## src/latch_ctrl_pkg.sv

```systemverilog
// shared constants and carrier types for the set-reset latch control block
// assumes a single 50 MHz clock and an axi4-lite register slave
`default_nettype none
package latch_ctrl_pkg;
	// register byte offsets
	localparam logic [3:0] CTRL_OFFSET = 4'h0; // latch_control_zero
	localparam logic [3:0] PERIODIC_OFFSET = 4'h4; // periodic set/reset enables
	localparam logic [3:0] STATUS_OFFSET = 4'h8; // latch state, read only
	// latch_control_zero field positions
	localparam int CTRL_EN_BIT = 7;
	localparam int CTRL_DIV_LSB = 4;
	localparam int CTRL_QEN_BIT = 3;
	localparam int CTRL_NQEN_BIT = 2;
	localparam int CTRL_PSET_BIT = 1;
	localparam int CTRL_PRST_BIT = 0;
	localparam logic [7:0] CTRL_RESET = 8'h00;
	// periodic enable register field positions
	localparam int PER_SET_BIT = 1;
	localparam int PER_RST_BIT = 0;
	// status register field positions
	localparam int STAT_Q_BIT = 0;
	localparam int STAT_NQ_BIT = 1;
	// one instruction cycle spans four oscillator cycles
	localparam int OSC_PER_INSTR = 4;
	localparam logic [2:0] INSTR_CYCLES = 3'(OSC_PER_INSTR);
	// periodic divider: shortest period and counter width for the longest
	localparam int DIV_BASE = 4;
	localparam int DIV_CNT_W = 9;
	// axi responses
	localparam logic [1:0] RESP_OKAY = 2'h0;
	localparam logic [1:0] RESP_SLVERR = 2'h2;

	// software view of latch_control_zero
	typedef struct packed {
		logic en; // latch_enable
		logic [2:0] div; // pulse_divider_select
		logic qen; // true_output_enable
		logic nqen; // inverted_output_enable
	} ctrl_t;

	// one latch output pin: level plus active-low drive enable
	typedef struct packed {
		logic level;
		logic drive_n;
	} latch_pin_t;
endpackage
`default_nettype wire

```

## src/latch_ctrl.sv

```systemverilog
// set-reset latch control: axi4-lite registers, software pulses,
// periodic pulse source and gated true/inverted output pins
// assumes one 50 MHz clock; pin direction is set elsewhere by software
//
// The implementer's own choices: the AXI4-Lite register port and the register offsets.
`default_nettype none
module latch_ctrl (
	input wire logic aclk,
	input wire logic aresetn,
	input wire logic [3:0] awaddr,
	input wire logic awvalid,
	output logic awready,
	input wire logic [31:0] wdata,
	input wire logic [3:0] wstrb,
	input wire logic wvalid,
	output logic wready,
	output logic [1:0] bresp,
	output logic bvalid,
	input wire logic bready,
	input wire logic [3:0] araddr,
	input wire logic arvalid,
	output logic arready,
	output logic [31:0] rdata,
	output logic [1:0] rresp,
	output logic rvalid,
	input wire logic rready,
	output var latch_ctrl_pkg::latch_pin_t true_output_pin,
	output var latch_ctrl_pkg::latch_pin_t inverted_output_pin
);
	latch_ctrl_pkg::ctrl_t ctrl_r; // stored control fields
	logic periodic_set_enable_r; // periodic source may set
	logic periodic_reset_enable_r; // periodic source may reset
	logic [2:0] set_cnt_r; // remaining clocks of software set
	logic [2:0] rst_cnt_r; // remaining clocks of software reset
	logic latch_q_r; // the latch itself, no reset value
	logic bvalid_r; // write response pending
	logic [1:0] bresp_r; // write response code
	logic rvalid_r; // read data pending
	logic [1:0] rresp_r; // read response code
	logic [31:0] rdata_r; // read data
	logic rd_ctrl_r; // pending read was the control register
	latch_ctrl_pkg::latch_pin_t tpin_r; // true pin flops
	latch_ctrl_pkg::latch_pin_t npin_r; // inverted pin flops
	logic wr_go; // write accepted this clock
	logic rd_go; // read accepted this clock
	logic ctrl_wr; // byte 0 of control register written
	logic per_wr; // byte 0 of periodic register written
	logic sw_set; // software set input
	logic sw_rst; // software reset input
	logic tick; // periodic pulse
	logic set_in; // combined set input
	logic rst_in; // combined reset input

	// address and data are taken together, one write at a time
	assign wr_go = awvalid && wvalid && !bvalid_r;
	assign awready = wr_go;
	assign wready = wr_go;
	assign ctrl_wr = wr_go && wstrb[0] &&
		(awaddr == latch_ctrl_pkg::CTRL_OFFSET);
	assign per_wr = wr_go && wstrb[0] &&
		(awaddr == latch_ctrl_pkg::PERIODIC_OFFSET);
	// one read at a time; next accepted once data is taken
	assign rd_go = arvalid && !rvalid_r;
	assign arready = rd_go;

	// control fields; pulse bits are not stored
	always_ff @(posedge aclk) begin
		if (!aresetn) begin
			ctrl_r <= latch_ctrl_pkg::ctrl_t'(latch_ctrl_pkg::CTRL_RESET[7:2]);
		end else if (ctrl_wr) begin
			ctrl_r.en <= wdata[latch_ctrl_pkg::CTRL_EN_BIT];
			ctrl_r.div <= wdata[latch_ctrl_pkg::CTRL_DIV_LSB +: 3];
			ctrl_r.qen <= wdata[latch_ctrl_pkg::CTRL_QEN_BIT];
			ctrl_r.nqen <= wdata[latch_ctrl_pkg::CTRL_NQEN_BIT];
		end
	end

	// periodic source enables
	always_ff @(posedge aclk) begin
		if (!aresetn) begin
			periodic_set_enable_r <= 1'b0;
			periodic_reset_enable_r <= 1'b0;
		end else if (per_wr) begin
			periodic_set_enable_r <= wdata[latch_ctrl_pkg::PER_SET_BIT];
			periodic_reset_enable_r <= wdata[latch_ctrl_pkg::PER_RST_BIT];
		end
	end

	// software set pulse: a one loads the instruction-cycle count
	always_ff @(posedge aclk) begin
		if (!aresetn) begin
			set_cnt_r <= 3'h0;
		end else if (ctrl_wr && wdata[latch_ctrl_pkg::CTRL_PSET_BIT]) begin
			set_cnt_r <= latch_ctrl_pkg::INSTR_CYCLES;
		end else if (set_cnt_r != 3'h0) begin
			set_cnt_r <= set_cnt_r - 3'h1;
		end
	end

	// software reset pulse, same shape; a zero written has no effect
	always_ff @(posedge aclk) begin
		if (!aresetn) begin
			rst_cnt_r <= 3'h0;
		end else if (ctrl_wr && wdata[latch_ctrl_pkg::CTRL_PRST_BIT]) begin
			rst_cnt_r <= latch_ctrl_pkg::INSTR_CYCLES;
		end else if (rst_cnt_r != 3'h0) begin
			rst_cnt_r <= rst_cnt_r - 3'h1;
		end
	end

	assign sw_set = (set_cnt_r != 3'h0);
	assign sw_rst = (rst_cnt_r != 3'h0);

	// periodic pulse source
	periodic_pulse #(
		.CNT_W(latch_ctrl_pkg::DIV_CNT_W)
	) u_periodic (
		.aclk(aclk),
		.aresetn(aresetn),
		.sel(ctrl_r.div),
		.tick(tick)
	);

	// gather set and reset sources
	assign set_in = sw_set || (tick && periodic_set_enable_r);
	assign rst_in = sw_rst || (tick && periodic_reset_enable_r);

	// the latch: no reset term, so its state is unknown until software
	// pulses it; reset dominates when both inputs are high
	always_ff @(posedge aclk) begin
		if (rst_in) begin
			latch_q_r <= 1'b0;
		end else if (set_in) begin
			latch_q_r <= 1'b1;
		end
	end

	// true pin: driven only with latch and its own enable on
	always_ff @(posedge aclk) begin
		if (!aresetn) begin
			tpin_r <= '{level: 1'b0, drive_n: 1'b1};
		end else if (ctrl_r.en && ctrl_r.qen) begin
			tpin_r <= '{level: latch_q_r, drive_n: 1'b0};
		end else begin
			tpin_r <= '{level: 1'b0, drive_n: 1'b1};
		end
	end

	// inverted pin: independent of the true pin's enable
	always_ff @(posedge aclk) begin
		if (!aresetn) begin
			npin_r <= '{level: 1'b0, drive_n: 1'b1};
		end else if (ctrl_r.en && ctrl_r.nqen) begin
			npin_r <= '{level: !latch_q_r, drive_n: 1'b0};
		end else begin
			npin_r <= '{level: 1'b0, drive_n: 1'b1};
		end
	end

	assign true_output_pin = tpin_r;
	assign inverted_output_pin = npin_r;

	// write response; unmapped addresses answer slverr
	always_ff @(posedge aclk) begin
		if (!aresetn) begin
			bvalid_r <= 1'b0;
			bresp_r <= latch_ctrl_pkg::RESP_OKAY;
		end else if (wr_go) begin
			bvalid_r <= 1'b1;
			if (awaddr == latch_ctrl_pkg::CTRL_OFFSET ||
				awaddr == latch_ctrl_pkg::PERIODIC_OFFSET ||
				awaddr == latch_ctrl_pkg::STATUS_OFFSET) begin
				bresp_r <= latch_ctrl_pkg::RESP_OKAY;
			end else begin
				bresp_r <= latch_ctrl_pkg::RESP_SLVERR;
			end
		end else if (bready) begin
			bvalid_r <= 1'b0;
		end
	end

	assign bvalid = bvalid_r;
	assign bresp = bresp_r;

	// read data; pulse bits always read zero
	always_ff @(posedge aclk) begin
		if (!aresetn) begin
			rvalid_r <= 1'b0;
			rresp_r <= latch_ctrl_pkg::RESP_OKAY;
			rdata_r <= 32'h0000_0000;
			rd_ctrl_r <= 1'b0;
		end else if (rd_go) begin
			rvalid_r <= 1'b1;
			rresp_r <= latch_ctrl_pkg::RESP_OKAY;
			rdata_r <= 32'h0000_0000;
			rd_ctrl_r <= (araddr == latch_ctrl_pkg::CTRL_OFFSET);
			if (araddr == latch_ctrl_pkg::CTRL_OFFSET) begin
				rdata_r[7:2] <= ctrl_r;
			end else if (araddr == latch_ctrl_pkg::PERIODIC_OFFSET) begin
				rdata_r[latch_ctrl_pkg::PER_SET_BIT] <= periodic_set_enable_r;
				rdata_r[latch_ctrl_pkg::PER_RST_BIT] <=
					periodic_reset_enable_r;
			end else if (araddr == latch_ctrl_pkg::STATUS_OFFSET) begin
				rdata_r[latch_ctrl_pkg::STAT_Q_BIT] <= latch_q_r;
				rdata_r[latch_ctrl_pkg::STAT_NQ_BIT] <= !latch_q_r;
			end else begin
				rresp_r <= latch_ctrl_pkg::RESP_SLVERR; // unmapped
			end
		end else if (rready) begin
			rvalid_r <= 1'b0;
		end
	end

	assign rvalid = rvalid_r;
	assign rresp = rresp_r;
	assign rdata = rdata_r;
endmodule // latch_ctrl
`default_nettype wire

```

## src/periodic_pulse.sv

```systemverilog
// free-running divider making a one-cycle pulse every 4..512 clocks
// assumes sel comes from a register on the same clock
`default_nettype none
module periodic_pulse #(
	parameter int CNT_W = latch_ctrl_pkg::DIV_CNT_W
) (
	input wire logic aclk,
	input wire logic aresetn,
	input wire logic [2:0] sel,
	output logic tick
);
	logic [CNT_W-1:0] cnt_r; // free-running count
	logic [CNT_W-1:0] last; // wrap value for the chosen period
	logic tick_r; // registered pulse

	// period is base shifted by the select code; wrap at period minus one
	always_comb begin
		last = CNT_W'((latch_ctrl_pkg::DIV_BASE << sel) - 1);
	end

	// counter wraps at the selected value; >= covers a shrinking select
	always_ff @(posedge aclk) begin
		if (!aresetn) begin
			cnt_r <= '0;
		end else if (cnt_r >= last) begin
			cnt_r <= '0;
		end else begin
			cnt_r <= cnt_r + 1'b1;
		end
	end

	// pulse one clock wide at each wrap
	always_ff @(posedge aclk) begin
		if (!aresetn) begin
			tick_r <= 1'b0;
		end else begin
			tick_r <= (cnt_r >= last);
		end
	end

	assign tick = tick_r;

	// helper: clocks since last pulse and whether sel held meanwhile
	logic [CNT_W:0] gap_r;
	logic seen_r;
	logic held_r;
	logic [2:0] sel_q_r;
	always_ff @(posedge aclk) begin
		if (!aresetn) begin
			gap_r <= '0;
			seen_r <= 1'b0;
			held_r <= 1'b0;
			sel_q_r <= 3'h0;
		end else begin
			sel_q_r <= sel;
			if (tick_r) begin
				gap_r <= '0;
				seen_r <= 1'b1;
				held_r <= 1'b1;
			end else begin
				gap_r <= gap_r + 1'b1;
				held_r <= held_r && (sel == sel_q_r);
			end
		end
	end
endmodule // periodic_pulse
`default_nettype wire

```

## config.mk

```make
export PLATFORM = sky130hd
export DESIGN_NAME = latch_ctrl
export DESIGN_NICKNAME = d
export VERILOG_FILES = /design/src/latch_ctrl_pkg.sv /design/src/latch_ctrl.sv /design/src/periodic_pulse.sv
export SDC_FILE = /design/constraint.sdc
export NUM_CORES = 1
export LEC_CHECK = 0
export ABC_CLOCK_PERIOD_IN_PS = 2500
export BUFFER_PORTS_ARGS = -buffer_cell sky130_fd_sc_hd__buf_2
export CAP_MARGIN = 20
export CELL_PAD_IN_SITES_DETAIL_PLACEMENT = 1
export CELL_PAD_IN_SITES_GLOBAL_PLACEMENT = 1
export CORE_MARGIN = 5
export CORE_UTILIZATION = 34
export DETAILED_ROUTE_END_ITERATION = 12
export PLACE_DENSITY = 0.9
export SYNTH_ARGS = -nofsm -noshare
export SYNTH_HDL_FRONTEND = slang
export SYNTH_HIERARCHICAL = 1
export SYNTH_SLANG_ARGS = --single-unit
```

## constraint.sdc

```tcl
create_clock -name aclk -period 2.5 [get_ports aclk]
set_clock_uncertainty 0.2 [all_clocks]
set_input_delay 0.25 -clock aclk [delete_from_list [all_inputs] [get_ports aclk]]
set_output_delay 0.25 -clock aclk [all_outputs]
set_load 0.02 [all_outputs]
```

==> impl_metrics.csv <==
group,metric,value,unit
timing,fin_ws,0.3800,ns
setup_path,critPathMaxStageDelay,0.57,ns
layout,nNetsFinal,345,
power,p_leak,0.001078,uW
grt,grt-ovfl-total,0,
clock_network,clock_latency,0.29,ns
timing,setup_tns,0,ns
grt,grt_pass1_vias,1744,
setup_path,crit_family,"compound AO/OA/AOI/OAI gates",
die,io_pins,96,
die,design.core.area,5991,sq um
synth,ys.flop_type,"dfxtp_1",
synth,seq_area_frac_synth,38.72,%
place,place_hpwl,3787,microns
grt,antenna_found_initial,0,
grt,grt_max_degree,19,
timing,finalHoldViolations,0,
die,placementRows,28,
drt,dr.pass1.iters,4,
synth,ys_async_sr_fraction,0,%
run,maxCapViolCount,0,
synth,synth_edf_count,0,
outcome,status,"finished clean",
setup_path,worstPathRequired,2.45,ns
drt,vias,1673,
setup_path,cp_slowest_cell,"a311oi_4",
setup_path,crit_type,"reg2reg",
layout,nFillCells,731,
clock_network,clk_pin_slew,0.08,ns
clock_network,htree_levels,2,
layout,drive_gt1_share,20.36,%
timing,rsz0062_at_grt,"no",
clock_network,cts_tree,"done",
die,die_w,88.96,microns
clock_network,cts_setup_buffers,0,
timing,tightest_slew,0.5367,ns
power,total_power,1637,uW
timing,slew_headroom,64.22,%
drt,avgViaCountPerCell,4.699,
hold_path,hp-class,"in2reg",
synth,synth_seq_cells,41,
place,port_buffers,42,
clock_network,cts.sinks,41,
power,irDropWorstVdd,0.2830,mV
drt,drc_errors,0,
timing,post-route-period-util,84.80,%
clock_network,hold_buffers,3,
setup_path,cp.arrival,2.07,ns
layout,syn_to_final_growth,14.17,%
place,gp_congestion,0.7547,
setup_path,crit_chain,"a21oi_1, ha_1, o2111ai_4, a311oi_4, nor3_1",
timing,max_freq,471.7,MHz
drt,drt.antenna.violating_nets,0,
drt,first_iter_violations,67,
place,dp_slack,0.3925,ns
timing,hold_ws,0.009997,ns
grt,grt_pass1_wl,8045,microns
clock_network,cts_buffers,5,
synth,syn_inst,233,
timing,finalCriticalPeriod,2.120,ns
layout,design_area,2420,sq um
clock_network,root_buffer,"clkbuf_8",
timing,slew_viol_final,0,
setup_path,crit_buf_inv,0,
place,dpl_cell_area,2297,sq um
synth,synth_cell_types,40,
clock_network,clockBufferDepth,2,
setup_path,critPathLaunchType,"flop",
synth,ys_warn_count,6,
die,dieArea,7913,sq um
power,power_density,676.6,nW/um^2
die,initial_utilization,35.38,%
grt,grt_usage,13.26,%
clock_network,post_cts_resized,0,
synth,avgSynthCellArea,9.097,sq um
layout,multi_input_comb_area,1116,sq um
drt,drt_wl_total,4891,microns
setup_path,cp-end-kind,"flop",
synth,synth_area,2120,sq um
drt,detail_route.wl_per_cell,13.74,microns
setup_path,crit_fanout,10,
die,die_y,88.96,microns
layout,ff_latch_area,820.8,sq um
timing,setup_viol_count_final,0,
## per-layer routing
layer / part of all wire (%) / GRT usage [%]
met3: 8.2 / 3.502
met1: 42 / 15.31
met5: 0 / 0
met2: 47 / 22.67
met4: 2.7 / 6.495
## kinds of logic (layout without fill, tap and decap cells)
family,after synthesis,in the layout,synth area share (%)
compound gates,33,33,12.04
xor+xnor,9,9,3.719
fa+ha+maj,14,14,8.265
buf+inv,43,65,13.05
flops,41,41,38.73
mux,10,10,4.723
other cells,1,27,0.1769
simple gates,82,82,19.30
## worst register-to-register path: cells and delay by family, from the launching register on
family                   cells  cell delay, ns
AND/OR/NAND/NOR              1            0.13
AO/OA/AOI/OAI                3            0.78
adder cells (fa/ha/maj)      1            0.37
flip-flops                   1            0.51
## where the power goes
part | internal (uW) | total (uW) | switching [uW]
Sequential | 716 | 758 | 42.2
Combinational | 185 | 433 | 248
Clock | 218 | 446 | 227
Total | 1120 | 1640 | 517
## path summary, 6_finish.rpt
kind                                        startpoint                             end  slack (ns)  cells after the start
worst max-delay path            ctrl_r[4]$_SDFFE_PN0N_  u_periodic/cnt_r[3]$_SDFF_PP0_        0.38                      5
worst min-delay path                          wdata[4]          ctrl_r[2]$_SDFFE_PN0N_        0.01                      3
worst max register to register  ctrl_r[4]$_SDFFE_PN0N_  u_periodic/cnt_r[3]$_SDFF_PP0_        0.38                      5
worst min register to register  ctrl_r[1]$_SDFFE_PN0N_   true_output_pin[0]$_SDFF_PN1_        0.25                      1
## synth_stat cells, drive strengths merged, types with 2 or more instances
cell,instances,share of area (%)
o2bb2ai,2,0.83
clkbuf,2,0.35
o21ai,7,1.7
nor3,10,2.4
dfxtp,41,39
nand3,9,2.1
o211a,2,0.94
xor2,5,2.1
and2,2,0.83
buf,30,11
nand2b,2,0.59
nor2b,2,0.59
o21a,2,0.71
inv,11,1.9
nand2,39,6.9
nor2,4,0.71
xnor2,4,1.7
a21boi,2,0.71
a32o,2,0.94
nand4,2,0.59
mux2i,10,4.7
ha,14,8.3
nor4,3,1.6
a21oi,10,2.4
and3,6,1.8
## registers in the layout (all words and copies together) (netlist names)
| name | cells |
|---|---|
| u_periodic/cnt_r | 9 |
| rdata | 8 |
| ctrl_r | 6 |
| rst_cnt_r | 3 |
| set_cnt_r | 3 |
| inverted_output_pin | 2 |
| true_output_pin | 2 |
| bresp | 1 |
| bvalid | 1 |
| latch_q_r | 1 |
| periodic_reset_enable_r | 1 |
| periodic_set_enable_r | 1 |
| rresp | 1 |
| rvalid | 1 |
| u_periodic/tick | 1 |
## through the flow
step                      std cells  util [%]
after floorplan                 258         -
after global placement          345     38.35
final                           356     40.39
after global routing            355     40.35
after detailed placement        345     38.35
after CTS                       355     40.35
## cell type report
| cell class | instances | area share (%) |
|---|---|---|
| diodes | 1 | 0.1034 |
| clock buffers | 6 | 3.413 |
| clock inverters | 1 | 0.3102 |
| inverters | 11 | 1.706 |
| multi-input cells | 174 | 46.12 |
| flip-flops and latches | 41 | 33.92 |
| well taps | 75 | 3.878 |
| repair buffers | 47 | 10.55 |
## cell usage in the layout, fill, tap and decap left out, types with 3 or more instances in the layout
cell / count
buf_2: 42
dfxtp_1: 41
dlygate4sd3_1: 3
nand2_1: 39
xor2_1: 5
conb_1: 26
nand3_1: 9
xnor2_1: 4
inv_1: 10
mux2i_1: 10
o21ai_0: 6
ha_1: 14
a21oi_1: 10
nor2_1: 4
nor3_1: 10
and3_1: 6
clkbuf_8: 6
Note: power is estimated with default switching activity, not from simulation.
